[src/hw/iocm_pkg.sv]
// Purpose: Shared constants for the internal oscillator and clock multiplier
// Assumes: 8-bit special function register port, 10 MHz block clock
// Notes:   Oscillator periods are modelled as tick rates of the block clock
package iocm_pkg;
   // Register addresses
   localparam logic [7:0] ADDR_FINE   = 8'h9e;
   localparam logic [7:0] ADDR_CTRL   = 8'ha1;
   localparam logic [7:0] ADDR_COARSE = 8'ha2;
   localparam logic [7:0] ADDR_MULT   = 8'h97;
   localparam logic [7:0] ADDR_SRC    = 8'h8f;
   // Oscillator control fields and reset value
   localparam logic [7:0] CTRL_RESET  = 8'hd0;
   localparam int         CTRL_EN_HI  = 7;
   localparam int         CTRL_EN_LO  = 6;
   localparam int         CTRL_SUSP   = 5;
   localparam int         CTRL_RDY    = 4;
   localparam int         CTRL_RSVD   = 3;
   localparam logic [1:0] OSC_EN_OFF  = 2'h0;
   localparam logic [1:0] OSC_EN_ON   = 2'h3;
   localparam logic [2:0] DIV_RESET   = 3'h0;
   // Multiplier control fields
   localparam int         MULT_EN     = 7;
   localparam int         MULT_INIT   = 6;
   localparam int         MULT_RDY    = 5;
   localparam logic [1:0] MSEL_EXT    = 2'h0;
   localparam logic [1:0] MSEL_INT2   = 2'h1;
   localparam logic [1:0] MSEL_EXT2   = 2'h2;
   // System clock source codes
   localparam logic [1:0] SRC_INT     = 2'h0;
   localparam logic [1:0] SRC_EXT     = 2'h1;
   localparam logic [1:0] SRC_MULT    = 2'h2;
   // Counts
   localparam logic [2:0] OSC_SETTLE_TICKS = 3'h4;
   localparam logic [2:0] MUL_LOCK_EDGES   = 3'h4;
   localparam logic [4:0] MUL_CREDIT_EDGE  = 5'h08;
   localparam logic [4:0] MUL_CREDIT_MAX   = 5'h1f;
   localparam logic [1:0] MUL_PULSE_GAP    = 2'h1;
   // Multiplier sequencing
   typedef enum logic [1:0] {MUL_OFF, MUL_LOCKING, MUL_RUN} iocm_mul_state_type;
endpackage

[src/hw/iocm_mul_if.sv]
// Purpose: Carrier between oscillator control and the clock multiplier
// Assumes: Ticks are one-cycle pulses on the block clock
// Notes:   Control comes from registers in the top module
interface iocm_mul_if;
   logic       enable;     // Multiplier enable bit
   logic       init;       // Multiplier initialise bit
   logic [1:0] sel;        // Input source select
   logic [2:0] scale;      // Output scaling code
   logic       int_tick;   // Internal oscillator tick
   logic       ext_tick;   // External oscillator rising edge
   logic       ready;      // Locked and producing output
   logic       out_tick;   // Multiplied clock tick
   modport ctrl (output enable, init, sel, scale, int_tick, ext_tick,
                 input  ready, out_tick);
   modport mult (input  enable, init, sel, scale, int_tick, ext_tick,
                 output ready, out_tick);
endinterface

[src/hw/iocm_mult.sv]
// Purpose: Clock multiplier, four times input scaled by 2/k
// Assumes: Input ticks well below the block clock rate
// Notes:   Slow inputs give bursts of output ticks, then idle
module iocm_mult (
   input  wire logic clk_i,     // Block clock
   input  wire logic srst_i,    // Synchronous reset
   input  wire logic ce_i,      // Clock enable
   iocm_mul_if.mult  mul        // Control and ticks
);
   iocm_pkg::iocm_mul_state_type st_q, st_d;
   logic [2:0] lock_q, lock_d;
   logic [4:0] credit_q, credit_d;
   logic [1:0] gap_q, gap_d;
   logic       half_int_q, half_int_d, half_ext_q, half_ext_d;
   logic       out_q, out_d;
   logic       in_edge;
   logic [4:0] k;

   // Divisor k: factor 1 is 8/2, codes 1 to 6 give 2/2 to 2/7
   function automatic logic [4:0] scale_k(input logic [2:0] code);
      if (code == 3'h0) begin
         return 5'h02;
      end
      if (code == 3'h7) begin
         return 5'h07;   // Reserved code clamps to slowest
      end
      return {2'h0, code} + 5'h01;
   endfunction

   assign k = scale_k(mul.scale);

   // Input source choice and halving
   always_comb begin
      half_int_d = half_int_q ^ mul.int_tick;
      half_ext_d = half_ext_q ^ mul.ext_tick;
      unique case (mul.sel)
         iocm_pkg::MSEL_EXT:  in_edge = mul.ext_tick;
         iocm_pkg::MSEL_INT2: in_edge = mul.int_tick & half_int_q;
         iocm_pkg::MSEL_EXT2: in_edge = mul.ext_tick & half_ext_q;
         default:   in_edge = 1'b0;
      endcase
   end

   // Sequencing, lock counting and credit-based pulse emission
   always_comb begin
      st_d     = st_q;
      lock_d   = lock_q;
      credit_d = credit_q;
      gap_d    = (gap_q != 2'h0) ? gap_q - 2'h1 : 2'h0;
      out_d    = 1'b0;
      unique case (st_q)
         iocm_pkg::MUL_OFF: begin
            lock_d   = 3'h0;
            credit_d = 5'h00;
            if (mul.enable && mul.init) begin
               st_d = iocm_pkg::MUL_LOCKING;
            end
         end
         iocm_pkg::MUL_LOCKING: begin
            if (in_edge) begin
               lock_d = lock_q + 3'h1;
            end
            if (in_edge && lock_q == iocm_pkg::MUL_LOCK_EDGES - 3'h1) begin
               st_d = iocm_pkg::MUL_RUN;
            end
         end
         iocm_pkg::MUL_RUN: begin
            // Each input edge buys eight credits, each output costs k
            if (in_edge) begin
               credit_d = credit_q + iocm_pkg::MUL_CREDIT_EDGE;
               if (credit_q > iocm_pkg::MUL_CREDIT_MAX - iocm_pkg::MUL_CREDIT_EDGE) begin
                  credit_d = iocm_pkg::MUL_CREDIT_MAX; // Cap keeps bursts short
               end
            end
            if (credit_q >= k && gap_q == 2'h0) begin
               out_d    = 1'b1;
               credit_d = credit_d - k;
               gap_d    = iocm_pkg::MUL_PULSE_GAP;
            end
         end
      endcase
      if (!mul.enable || !mul.init) begin
         st_d = iocm_pkg::MUL_OFF;
      end
   end

   // State registers
   always_ff @(posedge clk_i) begin
      if (srst_i) begin
         st_q       <= iocm_pkg::MUL_OFF;
         lock_q     <= 3'h0;
         credit_q   <= 5'h00;
         gap_q      <= 2'h0;
         half_int_q <= 1'b0;
         half_ext_q <= 1'b0;
         out_q      <= 1'b0;
      end else if (ce_i) begin
         st_q       <= st_d;
         lock_q     <= lock_d;
         credit_q   <= credit_d;
         gap_q      <= gap_d;
         half_int_q <= half_int_d;
         half_ext_q <= half_ext_d;
         out_q      <= out_d;
      end
   end

   assign mul.ready    = (st_q == iocm_pkg::MUL_RUN);
   assign mul.out_tick = out_q & ce_i;

   chk_out_needs_ready: assert property (@(posedge clk_i) disable iff (srst_i)
      mul.out_tick |-> $past(st_q) == iocm_pkg::MUL_RUN)
      else $error("tick while unlocked");
   chk_pulse_spacing: assert property (@(posedge clk_i) disable iff (srst_i)
      (ce_i && out_q) |=> !out_q)
      else $error("output pulses adjacent");
endmodule

[src/hw/iocm_top.sv]
// Purpose: Internal oscillator control, divider, trims and clock multiplier
// Assumes: Register port is the core's special function register access
// Notes:   Read data follows the read address by one clock

module iocm_top #(
   parameter logic [6:0] FACTORY_COARSE = 7'h40,  // Per-part trim
   parameter logic [5:0] FACTORY_FINE   = 6'h20   // Per-part trim
) (
   input  wire logic       clk_i,        // 10 MHz block clock
   input  wire logic       srst_i,       // Synchronous reset
   input  wire logic       ce_i,         // Clock enable
   input  wire logic [7:0] sfr_addr_i,   // Register address
   input  wire logic       sfr_wr_i,     // Write strobe
   input  wire logic [7:0] sfr_wdata_i,  // Write data
   output logic      [7:0] sfr_rdata_o,  // Read data, one clock later
   input  wire logic [3:0] port_match_i, // Port 0..3 match events
   input  wire logic       cmp0_en_i,    // Comparator 0 enabled
   input  wire logic       cmp0_out_i,   // Comparator 0 output, async
   input  wire logic       ext_osc_i,    // External oscillator, async
   output logic            osc_tick_o,   // Internal oscillator tick
   output logic            system_clock_tick_o // System clock tick
);
   iocm_mul_if mul ();

   logic [1:0] en_q, en_d, src_q, src_d;
   logic       susp_q, susp_d;
   logic [2:0] div_q, div_d, div_act_q, div_act_d;
   logic [6:0] coarse_q, coarse_d, div_cnt_q, div_cnt_d;
   logic [5:0] fine_q, fine_d;
   logic [13:0] acc_q, acc_d;
   logic [2:0] settle_q, settle_d;
   logic [1:0] mctl_q, mctl_d;
   logic [1:0] msel_q, msel_d;
   logic [2:0] mscale_q, mscale_d;
   logic [7:0] rdata_d;
   logic [1:0] cmp_sync_q;
   logic [2:0] ext_sync_q;
   logic       running, osc_ready, osc_tick, wake, div_wrap, int_tick, ext_tick;
   logic [14:0] acc_sum;

   // Last count of divider for a code; 000 is /128, 111 is /1
   function automatic logic [6:0] div_last(input logic [2:0] code);
      return 7'(8'h80 >> code) - 7'h01;
   endfunction

   function automatic logic wr_hit(input logic [7:0] a);
      return sfr_wr_i && sfr_addr_i == a;
   endfunction

   // Pin synchronisers; third stage only feeds edge detection
   always_ff @(posedge clk_i) begin
      if (srst_i) begin
         cmp_sync_q <= 2'h3;   // Idle high, so no false wake after reset
         ext_sync_q <= 3'h0;
      end else if (ce_i) begin
         cmp_sync_q <= {cmp_sync_q[0], cmp0_out_i};
         ext_sync_q <= {ext_sync_q[1:0], ext_osc_i};
      end
   end
   assign ext_tick = ext_sync_q[1] & ~ext_sync_q[2];

   // Wake on any port match or enabled comparator reading low
   assign wake    = (|port_match_i) | (cmp0_en_i & ~cmp_sync_q[1]);
   assign running = (en_q == iocm_pkg::OSC_EN_ON) && !susp_q;
   assign osc_ready = running && settle_q == iocm_pkg::OSC_SETTLE_TICKS;

   // Period model: step grows with trim, so 7f/3f runs fastest
   assign acc_sum  = {1'b0, acc_q} + {2'h0, coarse_q, fine_q} + 15'h0001;
   assign osc_tick = running & acc_sum[14] & ce_i;
   assign int_tick = osc_tick;
   assign div_wrap = osc_tick && div_cnt_q == div_last(div_act_q);

   // Register writes and oscillator state
   always_comb begin
      en_d     = en_q;
      susp_d   = susp_q;
      div_d    = div_q;
      coarse_d = coarse_q;
      fine_d   = fine_q;
      src_d    = src_q;
      mctl_d   = mctl_q;
      msel_d   = msel_q;
      mscale_d = mscale_q;
      if (susp_q && wake) begin
         susp_d = 1'b0;
      end
      if (wr_hit(iocm_pkg::ADDR_CTRL)) begin
         en_d = sfr_wdata_i[iocm_pkg::CTRL_EN_HI:iocm_pkg::CTRL_EN_LO];
         div_d = sfr_wdata_i[2:0];
         // Software set wins over a same-cycle wake
         if (sfr_wdata_i[iocm_pkg::CTRL_SUSP]) begin
            susp_d = 1'b1;
         end
      end
      if (wr_hit(iocm_pkg::ADDR_COARSE)) begin
         coarse_d = sfr_wdata_i[6:0];
      end
      if (wr_hit(iocm_pkg::ADDR_FINE)) begin
         fine_d = sfr_wdata_i[5:0];
      end
      if (wr_hit(iocm_pkg::ADDR_SRC)) begin
         src_d = sfr_wdata_i[1:0];
      end
      if (wr_hit(iocm_pkg::ADDR_MULT)) begin
         mctl_d   = sfr_wdata_i[iocm_pkg::MULT_EN:iocm_pkg::MULT_INIT];
         mscale_d = sfr_wdata_i[4:2];
         msel_d   = sfr_wdata_i[1:0];
      end
   end

   // Oscillator phase, settling and glitch-free divider
   always_comb begin
      acc_d     = running ? acc_sum[13:0] : 14'h0000;
      settle_d  = settle_q;
      div_cnt_d = div_cnt_q;
      div_act_d = div_act_q;
      if (!running) begin
         settle_d = 3'h0;
      end else if (osc_tick && settle_q != iocm_pkg::OSC_SETTLE_TICKS) begin
         settle_d = settle_q + 3'h1;
      end
      if (div_wrap) begin
         div_cnt_d = 7'h00;
         div_act_d = div_q;
      end else if (osc_tick) begin
         div_cnt_d = div_cnt_q + 7'h01;
      end
      if (!running) begin
         div_cnt_d = 7'h00;
         div_act_d = div_q;
      end
   end

   // Read mux; reserved and unused bits read zero
   always_comb begin
      unique case (sfr_addr_i)
         iocm_pkg::ADDR_CTRL:   rdata_d = {en_q, susp_q, osc_ready, 1'b0, div_q};
         iocm_pkg::ADDR_COARSE: rdata_d = {1'b0, coarse_q};
         iocm_pkg::ADDR_FINE:   rdata_d = {2'h0, fine_q};
         iocm_pkg::ADDR_SRC:    rdata_d = {6'h00, src_q};
         iocm_pkg::ADDR_MULT:   rdata_d = {mctl_q, mul.ready, mscale_q, msel_q};
         default:     rdata_d = 8'h00;
      endcase
   end

   // Registers; factory trims load at every reset
   always_ff @(posedge clk_i) begin
      if (srst_i) begin
         en_q        <= iocm_pkg::CTRL_RESET[iocm_pkg::CTRL_EN_HI:iocm_pkg::CTRL_EN_LO];
         susp_q      <= iocm_pkg::CTRL_RESET[iocm_pkg::CTRL_SUSP];
         div_q       <= iocm_pkg::DIV_RESET;
         div_act_q   <= iocm_pkg::DIV_RESET;
         div_cnt_q   <= 7'h00;
         coarse_q    <= FACTORY_COARSE;
         fine_q      <= FACTORY_FINE;
         acc_q       <= 14'h0000;
         settle_q    <= iocm_pkg::OSC_SETTLE_TICKS;
         src_q       <= iocm_pkg::SRC_INT;
         mctl_q      <= 2'h0;
         msel_q      <= iocm_pkg::MSEL_EXT;
         mscale_q    <= 3'h0;
         sfr_rdata_o <= 8'h00;
      end else if (ce_i) begin
         en_q        <= en_d;
         susp_q      <= susp_d;
         div_q       <= div_d;
         div_act_q   <= div_act_d;
         div_cnt_q   <= div_cnt_d;
         coarse_q    <= coarse_d;
         fine_q      <= fine_d;
         acc_q       <= acc_d;
         settle_q    <= settle_d;
         src_q       <= src_d;
         mctl_q      <= mctl_d;
         msel_q      <= msel_d;
         mscale_q    <= mscale_d;
         sfr_rdata_o <= rdata_d;
      end
   end

   // Multiplier hookup
   assign mul.enable   = mctl_q[1];
   assign mul.init     = mctl_q[0];
   assign mul.sel      = msel_q;
   assign mul.scale    = mscale_q;
   assign mul.int_tick = int_tick;
   assign mul.ext_tick = ext_tick & ce_i;

   iocm_mult u_mult (
      .clk_i  (clk_i),
      .srst_i (srst_i),
      .ce_i   (ce_i),
      .mul    (mul)
   );

   // System clock source; reserved code gives no ticks
   always_comb begin
      unique case (src_q)
         iocm_pkg::SRC_INT:  system_clock_tick_o = div_wrap;
         iocm_pkg::SRC_EXT:  system_clock_tick_o = mul.ext_tick;
         iocm_pkg::SRC_MULT: system_clock_tick_o = mul.out_tick;
         default:  system_clock_tick_o = 1'b0;
      endcase
   end
   assign osc_tick_o = osc_tick;

   chk_ctrl_rsvd_zero: assert property (@(posedge clk_i) disable iff (srst_i)
      (ce_i && sfr_addr_i == iocm_pkg::ADDR_CTRL) |=> sfr_rdata_o[iocm_pkg::CTRL_RSVD] == 1'b0)
      else $error("reserved bit read one");
   chk_off_no_tick: assert property (@(posedge clk_i) disable iff (srst_i)
      (en_q == iocm_pkg::OSC_EN_OFF) |-> !osc_tick_o)
      else $error("disabled oscillator ticks");
   chk_suspend_halts: assert property (@(posedge clk_i) disable iff (srst_i)
      (ce_i && wr_hit(iocm_pkg::ADDR_CTRL) && sfr_wdata_i[iocm_pkg::CTRL_SUSP])
      |=> !osc_tick_o && susp_q)
      else $error("suspend did not halt");
   chk_ready_running: assert property (@(posedge clk_i) disable iff (srst_i)
      (ce_i && sfr_addr_i == iocm_pkg::ADDR_CTRL && !running)
      |=> !sfr_rdata_o[iocm_pkg::CTRL_RDY])
      else $error("ready while stopped");
   chk_div_one: assert property (@(posedge clk_i) disable iff (srst_i)
      (src_q == iocm_pkg::SRC_INT && div_act_q == 3'h7) |-> system_clock_tick_o == osc_tick_o)
      else $error("divide by one wrong");
   chk_trim_top_zero: assert property (@(posedge clk_i) disable iff (srst_i)
      (ce_i && sfr_addr_i == iocm_pkg::ADDR_FINE) |=> sfr_rdata_o[7:6] == 2'h0)
      else $error("unused trim bits set");
   chk_wake_resumes: assert property (@(posedge clk_i) disable iff (srst_i)
      (ce_i && susp_q && wake && !wr_hit(iocm_pkg::ADDR_CTRL)) |=> !susp_q)
      else $error("wake ignored");
   chk_div_boundary: assert property (@(posedge clk_i) disable iff (srst_i)
      (running && $past(running) && div_act_q != $past(div_act_q)) |-> $past(div_wrap))
      else $error("divider switched mid-period");
   chk_mult_source: assert property (@(posedge clk_i) disable iff (srst_i)
      (src_q == iocm_pkg::SRC_MULT) |-> system_clock_tick_o == mul.out_tick)
      else $error("multiplier not selected");
endmodule
[config.mk]
export PLATFORM = sky130hd
export DESIGN_NAME = iocm_top
export DESIGN_NICKNAME = d
export VERILOG_FILES = /design/src/hw/iocm_pkg.sv /design/src/hw/iocm_mul_if.sv /design/src/hw/iocm_mult.sv /design/src/hw/iocm_top.sv
export SDC_FILE = /design/constraint.sdc
export NUM_CORES = 1
export LEC_CHECK = 0
export BUFFER_PORTS_ARGS = -buffer_cell sky130_fd_sc_hd__buf_4
export CAP_MARGIN = 10
export CORE_ASPECT_RATIO = 1.75
export CORE_MARGIN = 3
export CORE_UTILIZATION = 45
export DETAILED_ROUTE_END_ITERATION = 12
export HOLD_SLACK_MARGIN = 0.02
export SLEW_MARGIN = 10
export SYNTH_ARGS = -nofsm -noshare
export SYNTH_HDL_FRONTEND = slang
export SYNTH_SLANG_ARGS = --single-unit
[constraint.sdc]
create_clock -name clk_i -period 4.53 [get_ports clk_i]
set_input_delay 0.906 -clock clk_i [delete_from_list [all_inputs] [get_ports clk_i]]
set_output_delay 0.906 -clock clk_i [all_outputs]
set_load 0.05 [all_outputs]
==> metrics <==
Setup Slack @ Placement 347.9 ps; crit-path cells inv_1 > ha_1 > fa_1 > and2b_1 > o2111ai_2 > a211oi_2 > o211ai_4 > nor2_2 > ha_1 > nand2_1 > o31ai_1 > o21a_1 > a21oi_1 > ha_1 > fa_1 > nor2b_1 > o21ai_0 > nand2_1 > nor2_1 > a21boi_0 > o211ai_1; fmax 237.9 MHz; Final Critical Period 4204 ps; Final Hold Viols 0; vias in the first global route 4272; Worst Tran Pin Value 938.5 ps; Reg clk slew, reported paths 70 ps; unrepaired setup endpoints after global routing no; Core Footprint 10480 µm²; Main synth FF type dfxtp_1; Max Cap Viol 0; final WL 12.56 mm; outcome completed; critical path arrival 4420 ps; first-pass GRT wire length 20.37 mm; 1st-iter DRT viols 108; P&R area growth vs syn 12.88%; Setup CP Type flop to flop; Die Wd 84.93 µm; Setup WS post-layout 326.4 ps; largest net degree at the start of global routing 59; Yosys cell types 67; EDFF count, synth 0; Hold Worst Slack 454.2 ps; CP required 4750 ps; number of clock sinks 83; post-DP HPWL 9.670 mm; commonest non-fill, non-tap cell in the layout dfxtp_1; I/O Buffers 36; DRC 0; Cell Area, Synth 4906 µm²; DP Cell Count 707; Leakage 2.332 nW; fin. max-slew vios 0; Avg WL per Cell 17.37 µm; clock buffer depth 2; 1st-pass router iterations 5; TritonCTS Buffers 9; CTS Hold Bufs 0; antenna-violating nets left 0; GPL Wtd Cong 0.8802; postcts setup bufs 0; routed vias/inst 5.827; total grt overflow 0; #FFs+latches synth 83; Hold Path Class flop to flop; via count 4213; Setup crit end kind flop; FFs w/ async S/R, synth 0%; worst vdd ir 0.2048 mV; H-tree depth 3; layout cell share with drive strength beyond 1 14.09%; Crit path top cell by count ha_1; cell count after synthesis 568; register area share after synthesis 33.87%; initial core utilization 46.80%; clock skew 7.682 ps; Avg Inst Size Synth 8.637 µm²; clock latency on the worst-skew pair 340 ps; post_cts resized 0; CP Launch Type flop; final setup fails 0; CTS tree built; setup TNS after final layout 0 ps; row cnt 49; Slew headroom 37.20%; Final period util 92.79%; FF-to-FF setup slack 330 ps; delay of the slowest critical-path stage 400 ps; GRT Util Overall 21.13%; I/O pin count 37; Clk Tree Root Cell clkbuf_16; ant diodes 0; power per cell area 290.5 nW/µm²; Ys Warns 0; Cell Count, Final, Fillers Out 723; nets@finish 653; Die H 144.1 µm; Die Footprint 12240 µm²; Max FO, Critical Path 10; slowest CP cell fa_1; syn nets 630; Core Util, Final 52.82%; initial antenna violation count 0; most frequent cells in the layout 83 x dfxtp_1, 60 x nor2_1, 52 x nand2_1, 41 x mux2i_1, 39 x buf_4
[routing by layer]
layer  vias up  track usage, %  wire length [µm]
met5         -               0                 0
met4         0           10.18               447
met3        27           3.649               288
met2        62           40.73              6926
met1      2040           21.64              4898
li1       2084               -                 -
[where the power goes]
group	internal, mW	total [mW]	switching (mW)	leakage, nW
sequential	0.738	0.745	0.00651	0.671
clock	0.437	0.759	0.322	0.153
combinational	0.0403	0.105	0.0643	1.51
total	1.22	1.61	0.393	2.33
[cells in the mapped netlist (all sizes together), types with 3 or more instances]
| library cell | n | area share [%] |
|---|---|---|
| clkbuf | 16 | 1.2 |
| a21oi | 38 | 4.3 |
| ha | 33 | 8.4 |
| a22oi | 3 | 0.46 |
| nand2b | 6 | 0.77 |
| nand2 | 52 | 4.0 |
| nor3b | 7 | 1.3 |
| and3 | 7 | 0.89 |
| nand4 | 6 | 0.77 |
| nor3 | 7 | 0.71 |
| nand3 | 13 | 1.5 |
| o31ai | 4 | 0.89 |
| mux2i | 41 | 8.4 |
| dfxtp | 83 | 34 |
| nor2 | 68 | 5.6 |
| a22o | 4 | 0.71 |
| nor2b | 4 | 0.51 |
| a311oi | 4 | 0.71 |
| a222oi | 6 | 1.2 |
| a21o | 13 | 2.0 |
| o211ai | 7 | 1.4 |
| or2 | 6 | 0.77 |
| o21ai | 28 | 2.9 |
| xor2 | 10 | 1.8 |
| xnor2 | 12 | 2.1 |
| o21a | 5 | 0.77 |
| inv | 23 | 1.8 |
| a21boi | 5 | 0.77 |
| nand4b | 4 | 0.71 |
| buf | 11 | 1.4 |
| a211oi | 9 | 1.5 |
[cell families after synthesis]
| kind of cell | share of synthesized area, % |
|---|---|
| AO/OA/AOI/OAI | 19.69 |
| XOR/XNOR | 3.927 |
| adder cells (fa/ha/maj) | 9.232 |
| buffers and inverters | 4.463 |
| flip-flops | 33.87 |
| multiplexers | 8.824 |
| AND/OR/NAND/NOR | 19.99 |
[worst max-delay path, delay by kind of cell, from the launching register on]
| kind | cells | cell delay, ps |
|---|---|---|
| AO/OA/AOI/OAI | 9 | 1500 |
| buffers and inverters | 1 | 50 |
| adder cells (fa/ha/maj) | 5 | 1390 |
| flip-flops | 1 | 350 |
| AND/OR/NAND/NOR | 6 | 770 |
[through the flow]
| step | instance area, µm² | power (mW) |
|---|---|---|
| finish | 5538 | 1.609 |
| detailed placement | 5231 | 0.8663 |
| global route | 5538 | 1.662 |
| floorplan | 4908 | 0.8252 |
| global placement | 5231 | 0.8645 |
| CTS | 5538 | 1.629 |
[flip-flops by register name, summed over array words and instances, names as in the netlist, 2 cells and up]
signal           cells
acc_q               14
cmp_sync_q           2
coarse_q             7
div_act_q            3
div_cnt_q            7
div_q                3
en_q                 2
ext_sync_q           3
fine_q               6
mctl_q               2
mscale_q             3
msel_q               2
settle_q             3
sfr_rdata_o          8
src_q                2
u_mult.credit_q      5
u_mult.gap_q         2
u_mult.lock_q        3
u_mult.st_q          2
[final cells by class]
cell class	instances	area [µm²]
Sequential cell	83	1662
Tap cell	127	158.9
Multi-Input combinational cell	434	3028
Fill cell	1010	4946
Clock buffer	9	225.2
Inverter	24	90.09
Timing Repair Buffer	39	292.8
Clock inverter	7	81.33
[worst paths after layout]
| path | from | end | cells past startpoint |
|---|---|---|---|
| setup / recovery | fine_q[0] | u_mult.credit_q[4] | 21 |
| hold / removal | u_mult.gap_q[1] | u_mult.gap_q[1] | 1 |
| setup reg to reg | fine_q[0] | u_mult.credit_q[4] | 21 |
| hold reg to reg | u_mult.gap_q[1] | u_mult.gap_q[1] | 1 |
Power figures use the tool's default switching activity.
